===== config.mk =====
export PLATFORM = sky130hd
export DESIGN_NAME = ext_bus_agent
export DESIGN_NICKNAME = d
export VERILOG_FILES = /design/src/rtl/bus_slave_resp.v /design/src/rtl/ext_bus_agent.v
export VERILOG_INCLUDE_DIRS = /design/src /design/src/rtl
export SDC_FILE = /design/constraint.sdc
export NUM_CORES = 1
export LEC_CHECK = 0
export BUFFER_PORTS_ARGS = -buffer_cell sky130_fd_sc_hd__buf_2
export CAP_MARGIN = 20
export CELL_PAD_IN_SITES_DETAIL_PLACEMENT = 1
export CELL_PAD_IN_SITES_GLOBAL_PLACEMENT = 1
export CORE_MARGIN = 2
export CORE_UTILIZATION = 50
export DETAILED_ROUTE_END_ITERATION = 7
export PLACE_DENSITY_LB_ADDON = 0.1
export SYNTH_ARGS = -nofsm -noshare
export SYNTH_HDL_FRONTEND = slang
export SYNTH_HIERARCHICAL = 1
export SYNTH_SLANG_ARGS = --single-unit

===== constraint.sdc =====
create_clock -name CLK -period 13.7 [get_ports CLK]
set_input_delay 1.37 -clock CLK [delete_from_list [all_inputs] [get_ports CLK]]
set_output_delay 1.37 -clock CLK [all_outputs]
set_load 0.1 [all_outputs]

===== src/rtl/bus_agent_consts.vh =====
`ifndef BUS_AGENT_CONSTS_VH
`define BUS_AGENT_CONSTS_VH

// Transfer kind codes, {hi, lo}
`define KIND_ADDR_ONLY     2'h0
`define KIND_RSVD          2'h1
`define KIND_NONSEQ        2'h2
`define KIND_SEQ           2'h3

// Select and lock idle levels, and the one-hot select seed
`define CS_ALL_IDLE        8'hFF
`define CS_ONE_HOT         8'h01
`define LOCK_IDLE          1'b0
`define PSEL_IDLE          1'b1

// Timing
`define CLK_PERIOD_NS      25
`define CORE_RST_BUS_CLKS  8'h10
`define CORE_RST_CNT_W     8

// Slave response defaults
`define SLV_WAITS_DEF      2
`define SLV_DEPTH_DEF      16
`define SLV_AW_DEF         4

`endif


===== src/rtl/bus_slave_resp.v =====
`timescale 1ns/1ps
`include "bus_agent_consts.vh"

module bus_slave_resp #(
   parameter WAITS    = `SLV_WAITS_DEF,
   parameter USE_HOLD = 1,
   parameter DEPTH    = `SLV_DEPTH_DEF,
   parameter AW       = `SLV_AW_DEF,
   parameter BANK     = 0
) (
   input  wire        clk,
   input  wire        srst,
   input  wire        rise,
   input  wire        fall,
   input  wire [1:0]  kind,
   input  wire        dir,
   input  wire [27:0] addr,
   input  wire [7:0]  cs_n,
   input  wire [31:0] data_in,
   output reg         wait_q,
   output reg         hold_q,
   output reg         last_q,
   output reg  [31:0] rdata_q,
   output reg         rdata_oe_q
);

   localparam [1:0] S_IDLE = 2'h1;
   localparam [1:0] S_BUSY = 2'h2;
   localparam integer WAIT_LAST_I = WAITS - 1;
   localparam [7:0]   WAIT_LAST   = WAIT_LAST_I[7:0];

   reg  [1:0]    st_q;
   reg  [7:0]    cnt_q;
   reg  [AW-1:0] idx_q;
   reg           wr_q;
   reg           wr_pend_q;
   reg  [31:0]   mem_q [0:DEPTH-1];

   // Only data-carrying kinds open a transfer; address-only is ignored
   wire          sel      = (cs_n[BANK] == 1'b0) && kind[1];
   wire [AW-1:0] aidx     = addr[AW+1:2];
   wire          busy     = (st_q == S_BUSY);
   wire          resp_now = rise && ((!busy && sel && (WAITS == 0)) ||
                                     (busy && (cnt_q == 8'h00)));
   wire [AW-1:0] resp_idx = busy ? idx_q : aidx;
   wire          resp_wr  = busy ? wr_q : dir;

   // Response sequencer, all changes on bus clock rising edges
   always @(posedge clk) begin
      if (srst) begin
         st_q       <= S_IDLE;
         cnt_q      <= 8'h00;
         idx_q      <= {AW{1'b0}};
         wr_q       <= 1'b0;
         wait_q     <= 1'b0;
         hold_q     <= 1'b0;
         last_q     <= 1'b0;
         rdata_q    <= 32'h0;
         rdata_oe_q <= 1'b0;
      end else if (rise) begin
         rdata_oe_q <= 1'b0;
         last_q     <= 1'b0;                // Bursts answered with plain ready
         if (resp_now) begin
            wait_q     <= 1'b0;             // Hold falls with wait, never before
            hold_q     <= 1'b0;
            st_q       <= S_IDLE;
            idx_q      <= resp_idx;
            rdata_q    <= mem_q[resp_idx];  // Launched on the edge after address/hold
            rdata_oe_q <= !resp_wr;
         end else begin
            case (st_q)
               S_IDLE: begin
                  if (sel) begin
                     idx_q  <= aidx;
                     wr_q   <= dir;
                     wait_q <= 1'b1;
                     hold_q <= (USE_HOLD != 0);  // Hold entered at once, no later wait-only
                     cnt_q  <= WAIT_LAST;
                     st_q   <= S_BUSY;
                  end
               end
               S_BUSY: cnt_q <= cnt_q - 8'h01;
               default: st_q <= S_IDLE;
            endcase
         end
      end
   end

   // Write data is stable by the falling edge after the response
   always @(posedge clk) begin
      if (srst)
         wr_pend_q <= 1'b0;
      else if (resp_now)
         wr_pend_q <= resp_wr;
      else if (fall)
         wr_pend_q <= 1'b0;
   end

   genvar i;
   generate
      for (i = 0; i < DEPTH; i = i + 1) begin : g_word
         always @(posedge clk) begin
            if (srst)
               mem_q[i] <= 32'h0;
            else if (fall && wr_pend_q && (idx_q == i))
               mem_q[i] <= data_in;
         end
      end
   endgenerate

endmodule


===== src/rtl/ext_bus_agent.v =====
// Contract
// Slave holds the address-hold response until its wait response has dropped.
// Within a cycle a slave never goes from address-hold back to plain wait.
// Current master drives direction high for writes, low for reads.
// Read data launched on rising edge after address ends, sampled next falling edge.
// After an address-hold response, data launched next rising edge, sampled next fall.
// Master launches write data one bus clock after the address.
// Bus clock keeps toggling throughout the core reset low period.
// Arbiter priority: bus hold, refresh, DMA, operand access, instruction fetch.
// On an external request the arbiter waits for slave ready before handover.
// Slave gives ready once the running transfer has fully completed.
// During handover the device drives address-only; its selects are don't-care.
// Grant comes with ready; external master then drives lock and selects inactive.
// External master transfers only after it has received the grant.
// External master drops its request to return the bus; arbiter awaits ready.
// While returning, external master drives address-only; its selects are ignored.
// On regaining, device drops grant, gives ready, holds lock and selects inactive.
// After the return handshake the device resumes its own transfers.
// Ready means wait, address-hold and last responses all low together.
// Device does misaligned accesses only while the misalign strap is high.
// Kind codes: 00 address-only, 10 non-sequential, 11 sequential, 01 reserved.
// Status: wait alone, wait plus hold, last alone; other codes reserved.
// Slave status is valid only in the low phase of the bus clock.
// Grant stays up while the external request stays and nothing else changes.
`timescale 1ns/1ps
`include "bus_agent_consts.vh"

module ext_bus_agent #(
   parameter MISALIGN_EN = 0,
   parameter SLV_WAITS   = `SLV_WAITS_DEF,
   parameter SLV_HOLD    = 1,
   parameter SLV_DEPTH   = `SLV_DEPTH_DEF,
   parameter SLV_AW      = `SLV_AW_DEF,
   parameter SLV_BANK    = 0
) (
   input  wire        CLK,
   input  wire        SRST,
   // User side of the external master
   input  wire        USER_WANT,
   input  wire        USER_CMD_VALID,
   input  wire        USER_CMD_WRITE,
   input  wire [2:0]  USER_CMD_BANK,
   input  wire [27:0] USER_CMD_ADDR,
   input  wire [31:0] USER_CMD_WDATA,
   output reg         USER_CMD_TAKEN,
   output reg         USER_DONE,
   output reg  [31:0] USER_RDATA,
   output reg         USER_OWNER,
   // System pins
   output reg         SYS_BUS_CLOCK,
   output reg         CORE_RESET_LOW,
   output reg         MISALIGN_ENABLE_STRAP,
   // Ownership handshake
   output reg         BUS_OWN_REQUEST,
   input  wire        BUS_OWN_GRANT,
   // Shared control lines, driven while CTRL_OE is high
   input  wire        TRANSFER_KIND_HI_IN,
   input  wire        TRANSFER_KIND_LO_IN,
   input  wire        WRITE_DIRECTION_IN,
   input  wire [27:0] SYS_ADDRESS_LINES_IN,
   input  wire [7:0]  BANK_CHIP_SELECTS_IN,
   output reg         TRANSFER_KIND_HI_OUT,
   output reg         TRANSFER_KIND_LO_OUT,
   output reg         WRITE_DIRECTION_OUT,
   output reg  [27:0] SYS_ADDRESS_LINES_OUT,
   output reg  [7:0]  BANK_CHIP_SELECTS_OUT,
   output reg         BUS_LOCKED_CYCLE_OUT,
   output reg         PERIPH_SELECT_LOW_OUT,
   output reg         CTRL_OE,
   // Data bus
   input  wire [31:0] BUS_DATA_IN,
   output reg  [31:0] MST_DATA_OUT,
   output reg         MST_DATA_OE,
   output wire [31:0] SLV_DATA_OUT,
   output wire        SLV_DATA_OE,
   // Slave status
   output wire        WAIT_RESP,
   output wire        ADDR_HOLD_RESP,
   output wire        LAST_RESP
);

   localparam [5:0] M_IDLE = 6'h01;
   localparam [5:0] M_REQ  = 6'h02;
   localparam [5:0] M_OWN  = 6'h04;
   localparam [5:0] M_ADDR = 6'h08;
   localparam [5:0] M_DATA = 6'h10;
   localparam [5:0] M_REL  = 6'h20;

   reg  [5:0]                 st_q;
   reg  [`CORE_RST_CNT_W-1:0] rst_cnt_q;
   reg  [31:0]                samp_q;

   // Bus clock is CLK/2; rise and fall mark the CLK edges that make its edges
   wire rise = !SYS_BUS_CLOCK;
   wire fall = SYS_BUS_CLOCK;

   // Slave status decode; reserved codes count as wait, never as an end
   reg  status_ready;
   reg  status_last;
   always @* begin
      status_ready = 1'b0;
      status_last  = 1'b0;
      case ({WAIT_RESP, ADDR_HOLD_RESP, LAST_RESP})
         3'h0:    status_ready = 1'b1;
         3'h1:    status_last  = 1'b1;
         default: status_ready = 1'b0;                           // Wait, hold or reserved
      endcase
   end

   // Grant comes in from device pins; counted once stages two and three agree
   reg  [2:0] grant_sync_q;
   reg        grant_q;
   always @(posedge CLK) begin
      if (SRST) begin
         grant_sync_q <= 3'h0;
         grant_q      <= 1'b0;
      end else begin
         grant_sync_q <= {grant_sync_q[1:0], BUS_OWN_GRANT};
         if (grant_sync_q[1] == grant_sync_q[2])
            grant_q <= grant_sync_q[2];
      end
   end

   // Bus clock divider; never stops once our own reset is released
   always @(posedge CLK) begin
      if (SRST)
         SYS_BUS_CLOCK <= 1'b0;
      else
         SYS_BUS_CLOCK <= !SYS_BUS_CLOCK;
   end

   // Core reset stretch counted in bus clocks; clock runs on through it
   always @(posedge CLK) begin
      if (SRST) begin
         CORE_RESET_LOW <= 1'b0;
         rst_cnt_q      <= `CORE_RST_BUS_CLKS;
      end else if (rise) begin
         if (rst_cnt_q != {`CORE_RST_CNT_W{1'b0}})
            rst_cnt_q <= rst_cnt_q - {{(`CORE_RST_CNT_W-1){1'b0}}, 1'b1};
         else
            CORE_RESET_LOW <= 1'b1;
      end
   end

   // Strap is a build option, so it only needs setting in reset
   always @(posedge CLK) begin
      if (SRST)
         MISALIGN_ENABLE_STRAP <= (MISALIGN_EN != 0);
   end

   // One strobe per sequencer step; all fall on bus clock rising edges
   wire step    = rise && CORE_RESET_LOW;
   wire do_ask  = step && (st_q == M_IDLE) && USER_WANT;
   wire do_take = step && (st_q == M_REQ) && grant_q;
   wire do_drop = step && (st_q == M_OWN) && !USER_WANT;
   wire do_cmd  = step && (st_q == M_OWN) && USER_WANT && USER_CMD_VALID;
   wire do_addr = step && (st_q == M_ADDR);
   wire do_end  = step && (st_q == M_DATA) && (status_ready || status_last);
   wire do_free = step && (st_q == M_REL) && !grant_q;

   // External master sequencer state
   always @(posedge CLK) begin
      if (SRST) begin
         st_q <= M_IDLE;
      end else if (step) begin
         case (st_q)
            // Idle until the user asks for the bus
            M_IDLE: begin
               if (USER_WANT)
                  st_q <= M_REQ;
            end

            // Request held until granted, even if the user has lost interest
            M_REQ: begin
               if (grant_q)
                  st_q <= M_OWN;
            end

            // Release wins over a waiting command
            M_OWN: begin
               if (!USER_WANT)
                  st_q <= M_REL;
               else if (USER_CMD_VALID)
                  st_q <= M_ADDR;
            end

            // Address phase lasts one bus clock
            M_ADDR: st_q <= M_DATA;

            // Status seen here was driven in the low phase just ended
            M_DATA: begin
               if (status_ready || status_last)
                  st_q <= M_OWN;
            end

            // Lines stay driven idle until the device takes the bus back
            M_REL: begin
               if (!grant_q)
                  st_q <= M_IDLE;
            end

            default: st_q <= M_IDLE;
         endcase
      end
   end

   // Ownership handshake and user strobes
   always @(posedge CLK) begin
      if (SRST) begin
         BUS_OWN_REQUEST <= 1'b0;
         USER_OWNER      <= 1'b0;
         CTRL_OE         <= 1'b0;
         USER_CMD_TAKEN  <= 1'b0;
         USER_DONE       <= 1'b0;
         USER_RDATA      <= 32'h0;
      end else begin
         USER_CMD_TAKEN <= do_cmd;
         USER_DONE      <= do_end;
         if (do_ask)
            BUS_OWN_REQUEST <= 1'b1;
         else if (do_drop)
            BUS_OWN_REQUEST <= 1'b0;
         if (do_take) begin
            CTRL_OE    <= 1'b1;
            USER_OWNER <= 1'b1;
         end else if (do_free) begin
            CTRL_OE    <= 1'b0;
            USER_OWNER <= 1'b0;
         end
         if (do_end && !WRITE_DIRECTION_OUT)
            USER_RDATA <= samp_q;
      end
   end

   // Address-phase lines; kept idle whenever no command of ours is out
   always @(posedge CLK) begin
      if (SRST) begin
         TRANSFER_KIND_HI_OUT  <= 1'b0;
         TRANSFER_KIND_LO_OUT  <= 1'b0;
         WRITE_DIRECTION_OUT   <= 1'b0;
         SYS_ADDRESS_LINES_OUT <= 28'h0;
         BANK_CHIP_SELECTS_OUT <= `CS_ALL_IDLE;
         BUS_LOCKED_CYCLE_OUT  <= `LOCK_IDLE;
         PERIPH_SELECT_LOW_OUT <= `PSEL_IDLE;
      end else if (do_cmd) begin
         {TRANSFER_KIND_HI_OUT, TRANSFER_KIND_LO_OUT} <= `KIND_NONSEQ;
         WRITE_DIRECTION_OUT   <= USER_CMD_WRITE;
         SYS_ADDRESS_LINES_OUT <= USER_CMD_ADDR;
         BANK_CHIP_SELECTS_OUT <= ~(`CS_ONE_HOT << USER_CMD_BANK);
      end else if (do_take || do_drop || do_addr) begin
         // Taking, returning or past the address: address-only, all selects idle
         {TRANSFER_KIND_HI_OUT, TRANSFER_KIND_LO_OUT} <= `KIND_ADDR_ONLY;
         BANK_CHIP_SELECTS_OUT <= `CS_ALL_IDLE;
         BUS_LOCKED_CYCLE_OUT  <= `LOCK_IDLE;
         PERIPH_SELECT_LOW_OUT <= `PSEL_IDLE;
      end
   end

   // Write data launched one bus clock after the address, dropped at the end
   always @(posedge CLK) begin
      if (SRST) begin
         MST_DATA_OUT <= 32'h0;
         MST_DATA_OE  <= 1'b0;
      end else if (do_cmd) begin
         MST_DATA_OUT <= USER_CMD_WDATA;
      end else if (do_addr) begin
         MST_DATA_OE  <= WRITE_DIRECTION_OUT;
      end else if (do_end) begin
         MST_DATA_OE  <= 1'b0;
      end
   end

   // Read data sampled on each data-phase falling edge; the last one before ready counts
   always @(posedge CLK) begin
      if (SRST)
         samp_q <= 32'h0;
      else if (fall && (st_q == M_DATA) && !WRITE_DIRECTION_OUT)
         samp_q <= BUS_DATA_IN;
   end

   // Slave answering whichever master owns the bus
   bus_slave_resp #(
      .WAITS    (SLV_WAITS),
      .USE_HOLD (SLV_HOLD),
      .DEPTH    (SLV_DEPTH),
      .AW       (SLV_AW),
      .BANK     (SLV_BANK)
   ) u_slave (
      .clk        (CLK),
      .srst       (SRST),
      .rise       (rise),
      .fall       (fall),
      .kind       ({TRANSFER_KIND_HI_IN, TRANSFER_KIND_LO_IN}),
      .dir        (WRITE_DIRECTION_IN),
      .addr       (SYS_ADDRESS_LINES_IN),
      .cs_n       (BANK_CHIP_SELECTS_IN),
      .data_in    (BUS_DATA_IN),
      .wait_q     (WAIT_RESP),
      .hold_q     (ADDR_HOLD_RESP),
      .last_q     (LAST_RESP),
      .rdata_q    (SLV_DATA_OUT),
      .rdata_oe_q (SLV_DATA_OE)
   );

endmodule


**After elaboration in Yosys (flattened, before gate mapping)**

Memories as Yosys holds them, arrays and structs flattened. A register that Yosys moved wholly into a read port is not among the register bits.
Cells that the tools add are included.

- Bits in registers: 177
- Bits in latches: 0
- Bits in writable memories: 512
- Memory bits (read-only): 0
- Word-level logic and storage cells: 248
- Memories: 1

- Add/sub/neg operators: 2
- Multiply operators: 0
- Div/mod/pow operators: 0
- $lt $le $gt $ge: 0
- Equal/unequal tests: 32
- Shifts and indexed selects: 1
- Muxes and demuxes: 100
- Bitwise logic cells: 22
- Reduce and logical (&&, ||, !) cells: 65

Memory list:

| memory | words | width | read ports | clocked after Yosys merged registers in | write ports | line | RTL |
|---|---|---|---|---|---|---|---|
| u_slave.mem_q | 16 | 32 | 1 | 1 | 16 | bus_slave_resp.v:37 | `reg [31:0] mem_q [0:DEPTH-1];` |

Operators by type and width:

| operator | count |
|---|---|
| $mux W32 | 16 |
| $mux W1 | 66 |
| $logic_and A1 B1 Y1 | 37 |
| $mux W6 | 6 |
| $pmux W6 S6 | 1 |
| $eq A4 B4 Y1 const B | 8 |
| $mux W8 | 3 |
| $eq A4 B3 Y1 const B | 4 |
| $mux W4 | 4 |
| $or A1 B1 Y1 | 16 |
| $pmux W8 S2 | 1 |
| $reduce_bool A2 Y1 | 8 |
| $sub A8 B1 Y8 const B | 2 |
| $ne A2 B2 Y1 const B | 5 |
| $eq A4 B2 Y1 const B | 2 |
| $logic_not A8 Y1 | 1 |
| $not A8 Y8 | 1 |
| $reduce_and A2 Y1 | 4 |
| $reduce_and A4 Y1 | 2 |
| $reduce_bool A8 Y1 | 1 |
| $shl A1 B3 Y8 const A | 1 |
| $eq A6 B1 Y1 const B | 1 |
| $eq A6 B2 Y1 const B | 1 |
| $eq A6 B3 Y1 const B | 1 |
| other kinds (19) | 30 |

**Depth between registers and ports, before layout**

Gate-level depths: netlist of run 1.

- Word-level depth: 8
- Gate-level depth with buffers: 10

**Hierarchy**

The synthesis of run 1 kept the hierarchy.

By module, submodules not included:

| module | instances | cells each | area each (µm²) | seq. area each (µm²) |
|---|---|---|---|---|
| bus_slave_resp | 1 | 1959 | 25415.6 | 16375.7 |
| ext_bus_agent | 1 | 716 | 5801.8 | 3183.1 |

**Least setup slack after synthesis of run 1**

No wires, ideal clock.

- Path type: reg2reg
- Start: register SYS_BUS_CLOCK
- End: memory u_slave.mem_q[2][0], enable pin
- Library setup time: 0.511 ns
- Arrival: 4.648 ns
- Required time: 13.189 ns
- Slack: 8.541 ns
- Stages on the path, launching flop included: 3
- Buffers on the path: 0
- Path through: dfxtp_1 > nand2_1 > o41ai_1

RTL lines:

| what | line | RTL |
|---|---|---|
| start, declared | ext_bus_agent.v:50 | `output reg SYS_BUS_CLOCK,` |
| start signal, assigned | ext_bus_agent.v:129 | `SYS_BUS_CLOCK <= !SYS_BUS_CLOCK;` |
| end, declared | bus_slave_resp.v:37 |  |

==> reports/results.tsv, run 1 <==
metric	value	unit
TNS Setup	0	ns
library cells used by synthesis	68	
Mapped Area	31220	um^2
clk buf depth	3	
met2 WL	48130	um
Yosys top cell area share	0.4925	
Leak Pwr	13.25	nW
core area	61710	um^2
cell taking the most area after synthesis	edfxtp_1	
Slew @ Worst Pin	1.163	ns
area after detailed placement	33210	um^2
CP top delay family	buffers and inverters	
VDD IR max	0.00008514	V
Critical R2R Capture	u_slave/rdata_q[3]$_SDFFE_PP0P_	
f_max	0.2426	GHz
Setup Buffers After CTS	0	
cts bufs inserted	77	
share of flip-flops with an asynchronous set or reset	0	
Worst setup endpoint	u_slave/mem_q[12][11]$_SDFFCE_PN0P_	
dpl hpwl	54970	um
layout cell share with drive strength beyond 1	0.1977	
CP max-delay cell	nor2_2	
H-tree levels	3	
initial antenna violation count	4	
first-pass detailed-route iteration total	7	
first-pass GRT wire length	139300	um
Clock transition at path regs	0.06	ns
Routability Congestion	0.7784	
Routed met1 length	36770	um
Stages on worst setup path	7	
Hold Slack	0.4484	ns
Routed WL	93550	um
DR vias/cell	5.761	
most common cell after layout, fill and taps aside	nand2_1	
synthesized flop and latch total	721	
most common cell type on the critical path	buf_4	
total number of vias	21490	
sequential cell area fraction in the yosys report	0.6265	
Die Y-Extent	253.9	um
final setup fails	0	
Slew headroom	0.2225	
largest net degree at the start of global routing	139	
period utilisation layout	0.3008	
Worst setup EP type	flip-flop	
fillers	6431	
CTS tree	built	
cell area after layout	35760	um^2
synth-to-layout area growth	14.54	%
Critical path origin	SRST	
cts repair resizes	0	
post-layout total power	5.041	mW
Slew Viols, Final	0	
DRC errors left	0	
die area	64450	um^2
HP Class	flip-flop to flip-flop	
Post-Syn Instances	2675	
CP max FO	32	
vias in the first global route	22700	
RSZ-0062 raised after global routing	false	
Post-synth EDFFs	512	
Setup CP Type	primary input to flip-flop	
fin nets	2978	
WL per Instance	25.08	um
Std-Cell Rows	91	
overflow left after global routing	0	
Synth area leaders	edfxtp_1 (49%), dfxtp_1 (13%), and2_1 (10%)	
Boundary Pins	290	
top sig layer	met5	
hold_buf cts	0	
P per Cell Area	141.0	nW/um^2
worst-case reg-to-reg path depth	7	
most frequent cells in the layout	nand2_1 (526), and2_1 (514), edfxtp_1 (512)	
register area	19560	um^2
# port buffers	252	
First DRT Iteration DRCs	1482	
Root Buffer Master	clkbuf_16	
Starting Density	0.5059	
synth warn	6	
area used by multi-input combinational logic	10980	um^2
CP Cell Sequence	buf_4, clkinv_2, buf_4, nand2b_1, nor2_2, buf_4, and2_1	
Worst path max stage delay	0.89	ns
Final Hold Fails	0	
WP data arrival	4.60	ns
Chip Width	253.9	um
Final ANT Viol Nets	0	
fin crit period	4.122	ns
ys flop type	edfxtp_1	
met3 wire len	6378	um
outcome	finished, final reports clean	
hold path cells	2	
CP Buf/Inv Count	4	
Mean Syn Cell Area	11.67	um^2
Req. time, crit path	14.18	ns
clk_lat worst skew	0.62	ns
startpoint types	primary input	
Reg2Reg Setup Slack	9.78	ns
GR Util All Layers	0.2918	
clk sinks	721	
FF-to-FF Start	u_slave/st_q[0]$_SDFFE_PP1P_	
n_diodes	0	
max-cap viol count	0	
Worst Skew	0.01594	ns
-- Yosys cell counts (4+ instances only) --
master    number
nand2_1      529
and2_1       515
edfxtp_1     512
dfxtp_1      209
a21oi_1      139
nand3_1      138
clkbuf_1     128
nor2_1        89
mux4_2        64
buf_2         58
nand4_1       41
a211oi_2      29
o221ai_2      28
buf_4         18
o21ai_0       18
nand2b_1      12
inv_1         11
mux2i_1       10
xor2_1         9
buf_1          8
nor2b_1        8
ha_1           6
nand3b_1       6
nand4b_1       6
nor3_1         6
a211oi_1       5
or3_1          5
a31oi_1        4
o221ai_1       4
o22a_1         4
o32a_1         4
xnor2_1        4
-- worst min-delay path by stage --
stage	start	endpoint	slack, ns
after detailed placement	grant_sync_q[0]$_SDFF_PP0_	grant_sync_q[1]$_SDFF_PP0_	0.44
after floorplan	grant_sync_q[0]$_SDFF_PP0_	grant_sync_q[1]$_SDFF_PP0_	0.41
final	samp_q[23]$_SDFFE_PP0P_	USER_RDATA[23]$_SDFFE_PP0P_	0.45
after global routing	grant_sync_q[0]$_SDFF_PP0_	grant_sync_q[1]$_SDFF_PP0_	0.46
after global placement	grant_sync_q[0]$_SDFF_PP0_	grant_sync_q[1]$_SDFF_PP0_	0.44
after CTS	SYS_ADDRESS_LINES_OUT[20]$_SDFFE_PP0N_	SYS_ADDRESS_LINES_OUT[20]$_SDFFE_PP0N_	0.45
-- final cells by class --
cell class / instances / share of cell area
clock buffer: 109 / 0.06019
multi-input combinational: 1728 / 0.3071
tap: 837 / 0.02929
timing repair buffer: 292 / 0.04682
inverter: 12 / 0.001295
sequential: 721 / 0.5470
clock inverter: 31 / 0.008293
-- kinds of logic after synthesis --
kind of cell,Yosys count,share of synthesized area
compound gates,254,0.06120
xor+xnor,13,0.003647
fa+ha+maj,6,0.002405
buf+inv,228,0.03299
flops,721,0.6265
mux,75,0.04974
other cells,3,0.0003607
simple gates,1375,0.2231
-- tightest hold or removal path, stage by stage, from the launching register on --
cell and delay (ns):
dfxtp_1 0.31, nand2_1 0.06, a21oi_1 0.05
-- metrics by stage --
| step | utilization | setup slack [ns] | std cells |
|---|---|---|---|
| floorplan | - | 8.541 | 2677 |
| global placement | 0.5371 | 9.039 | 3583 |
| detailed placement | 0.5381 | 8.981 | 3586 |
| CTS | 0.5778 | 9.607 | 3726 |
| global route | 0.5794 | 9.519 | 3730 |
| finish | 0.5794 | 9.578 | 3730 |
-- flip-flops by register name, indices dropped and copies added, names as in the netlist, 2 cells and up --
name and cells:
BANK_CHIP_SELECTS_OUT 8, MST_DATA_OUT 32, SYS_ADDRESS_LINES_OUT 28, USER_RDATA 32, grant_sync_q 3, rst_cnt_q 8
samp_q 32, st_q 6, u_slave/cnt_q 8, u_slave/idx_q 4, u_slave/mem_q 512, u_slave/rdata_q 32
u_slave/st_q 2
-- layer usage --
layer  vias to the layer above  global-route usage
met5                         -                   0
met4                         4             0.08975
met3                       167             0.05654
met2                       718              0.5151
met1                     10980              0.3616
li1                       9622                   -
-- power by group --
group | internal, mW | leakage, nW | switching (mW) | total (mW)
sequential | 2.41 | 6.97 | 0.0499 | 2.46
clock | 1.19 | 1.20 | 0.856 | 2.05
combinational | 0.164 | 5.07 | 0.370 | 0.534
Power figures use the tool's default switching activity.
==> inputs of run 2 (changes only) <==
--- a/config.mk
+++ b/config.mk
@@ -11,7 +11,7 @@
 export CELL_PAD_IN_SITES_DETAIL_PLACEMENT = 1
 export CELL_PAD_IN_SITES_GLOBAL_PLACEMENT = 1
 export CORE_MARGIN = 2
-export CORE_UTILIZATION = 50
+export CORE_UTILIZATION = 43
 export DETAILED_ROUTE_END_ITERATION = 7
 export PLACE_DENSITY_LB_ADDON = 0.1
 export SYNTH_ARGS = -nofsm -noshare
==> constraint.sdc (replaced) <==
create_clock -name CLK -period 3.7 [get_ports CLK]
set_input_delay 0.37 -clock CLK [delete_from_list [all_inputs] [get_ports CLK]]
set_output_delay 0.37 -clock CLK [all_outputs]
set_load 0.1 [all_outputs]
==> reports/results.tsv, run 2 (synthesis results as in run 1) <==
metric	value	unit	change
Setup CP Type	flip-flop to flip-flop		was primary input to flip-flop
FF-to-FF Start	u_slave/st_q[0]$_SDFFE_PP1P_		unchanged
dpl hpwl	63050	um	was 54970 um
Root Buffer Master	clkbuf_16		unchanged
post-layout total power	19.09	mW	was 5.041 mW
Req. time, crit path	4.24	ns	was 14.18 ns
clk_lat worst skew	0.64	ns	was 0.62 ns
Layout Cells excl Fill	3963		was 3730
GR Util All Layers	0.2739		was 0.2918
DR vias/cell	5.594		was 5.761
Chip Width	273.4	um	was 253.9 um
largest net degree at the start of global routing	97		was 139
die area	74770	um^2	was 64450 um^2
CP Cell Sequence	inv_1, ha_1, and3b_1, and3_4, and2_2, buf_12, o221ai_2, a211oi_2		was buf_4, clkinv_2, buf_4, nand2b_1, nor2_2, buf_4, and2_1
Boundary Pins	290		unchanged
WL per Instance	25.95	um	was 25.08 um
sequential power share	0.476		was 0.488
Slew @ Worst Pin	1.090	ns	was 1.163 ns
Final ANT Viol Nets	0		unchanged
outcome	finished, final reports clean		unchanged
period utilisation layout	0.8322		
max-cap viol count	0		unchanged
most frequent cells in the layout	nand2_1 (526), and2_1 (514), edfxtp_1 (512)		unchanged
PnR worst setup slack	0.6208	ns	was 9.578 ns
Worst path max stage delay	0.67	ns	was 0.89 ns
Routability Congestion	0.8057		was 0.7784
Worst setup EP type	flip-flop		unchanged
initial antenna violation count	8		was 4
Slew Viols, Final	0		unchanged
final setup fails	0		unchanged
DP Cell Count	3746		was 3586
first-pass detailed-route iteration total	5		was 7
Cell Int Power	14.13	mW	was 3.765 mW
Critical path origin	u_slave/st_q[0]$_SDFFE_PP1P_		was SRST
layout cell share with drive strength beyond 1	0.2096		was 0.1977
VDD IR max	0.0003411	V	was 0.00008514 V
most common cell after layout, fill and taps aside	nand2_1		unchanged
clock share of power	0.409		was 0.406
Starting Density	0.4352		was 0.5059
# port buffers	252		unchanged
Clock transition at path regs	0.06	ns	about the same
vias in the first global route	23250		was 22700
Leak Pwr	13.89	nW	was 13.25 nW
Die Y-Extent	273.4	um	was 253.9 um
core area	71730	um^2	was 61710 um^2
cts bufs inserted	81		was 77
first-pass GRT wire length	151000	um	was 139300 um
startpoint types	flip-flop		was primary input
RSZ-0062 raised after global routing	false		unchanged
Gate power share	0.115		was 0.106
total number of vias	22170		was 21490
CP max-delay cell	ha_1		was nor2_2
overflow left after global routing	0		unchanged
fillers	7452		was 6431
switching power	4.962	mW	was 1.277 mW
WP data arrival	3.62	ns	was 4.60 ns
fin nets	3089		was 2978
DRC errors left	0		unchanged
final core occ	0.5197		was 0.5794
Worst Skew	0.03711	ns	was 0.01594 ns
Std-Cell Rows	98		was 91
CTS tree	built		unchanged
clk buf depth	3		unchanged
Post-Place Setup Slack	0.6208	ns	was 8.981 ns
First DRT Iteration DRCs	1751		was 1482
synth-to-layout area growth	19.41	%	was 14.54%
Worst Min Path Start	USER_CMD_ADDR[11]		was samp_q[23]$_SDFFE_PP0P_
H-tree levels	3		unchanged
f_max	0.3248	GHz	
Final Hold Fails	0		unchanged
max FFs per register	512		unchanged
P per Cell Area	512.3	nW/um^2	was 141.0 nW/um^2
fin crit period	3.079	ns	
clk sinks	721		unchanged
CP max FO	21		was 32
Routed WL	102800	um	was 93550 um
Switching Share	0.2599		was 0.2532
HP Class	primary input to flip-flop		was flip-flop to flip-flop
most flop-heavy register	u_slave/mem_q		unchanged
Slew headroom	0.2709		was 0.2225
-- run 2: what timing repair did --
action	4_1_cts	5_1_grt
endpoints found under the hold margin	61	0
buffers inserted	0	0
gates resized for setup	0	0
hold buffers	61	0
-- run 2: power by group through the flow --
stage	Combinational [mW]	Clock, mW	Sequential, mW
CTS	2.20	7.96	9.10
detailed placement	2.14	0	9.27
finish	2.20	7.80	9.10
global placement	2.08	0	9.24
floorplan	1.19	0	9.43
global route	2.34	8.26	9.13
-- run 2: worst max-delay path: cells and delay by family (launching register included) --
family | cells | cell delay, ns
AO/OA/AOI/OAI | 2 | 0.36
adder cells (fa/ha/maj) | 1 | 0.67
buffers and inverters | 2 | 0.40
flip-flops | 1 | 0.34
AND/OR/NAND/NOR | 3 | 1.18
-- run 2: worst paths after layout --
check                                                               to  slack (ns)  depth (start not counted)
worst max-delay path                  u_slave/rdata_q[11]$_SDFFE_PP0P_        0.62                          8
worst min-delay path            SYS_ADDRESS_LINES_OUT[11]$_SDFFE_PP0N_        0.04                          3
worst max register to register        u_slave/rdata_q[11]$_SDFFE_PP0P_        0.62                          8
worst min register to register              grant_sync_q[1]$_SDFF_PP0_        0.45                          1
-- run 2: final cells by class --
| class | instances | area [um^2] | area share |
|---|---|---|---|
| flip-flops and latches | 721 | 19560 | 0.5247 |
| multi-input cells | 1728 | 10960 | 0.2941 |
| repair buffers | 399 | 2945 | 0.07901 |
| clock buffers | 116 | 2310 | 0.06196 |
| well taps | 950 | 1189 | 0.03189 |
| clock inverters | 34 | 256.5 | 0.006881 |
| inverters | 12 | 46.29 | 0.001242 |
| diodes | 3 | 7.507 | 0.0002014 |
-- run 2: per-stage QoR --
stage	setup TNS (ns)	hold slack, ns	cell area [um^2]
2_1_floorplan	-65.69	0.4138	31230
3_3_place_gp	0	0.4287	33880
3_5_place_dp	0	0.4414	34020
4_1_cts	0	0.01031	37190
5_1_grt	0	0.02572	37270
6_report	0	0.03523	37280
-- run 2: layer usage --
layer | global-route usage | vias up | share of wire
met5 | 0 | - | 0.00013
met4 | 0.09016 | 2 | 0.030
met3 | 0.03702 | 188 | 0.059
met2 | 0.4644 | 691 | 0.49
met1 | 0.3634 | 11440 | 0.42
li1 | - | 9851 | -
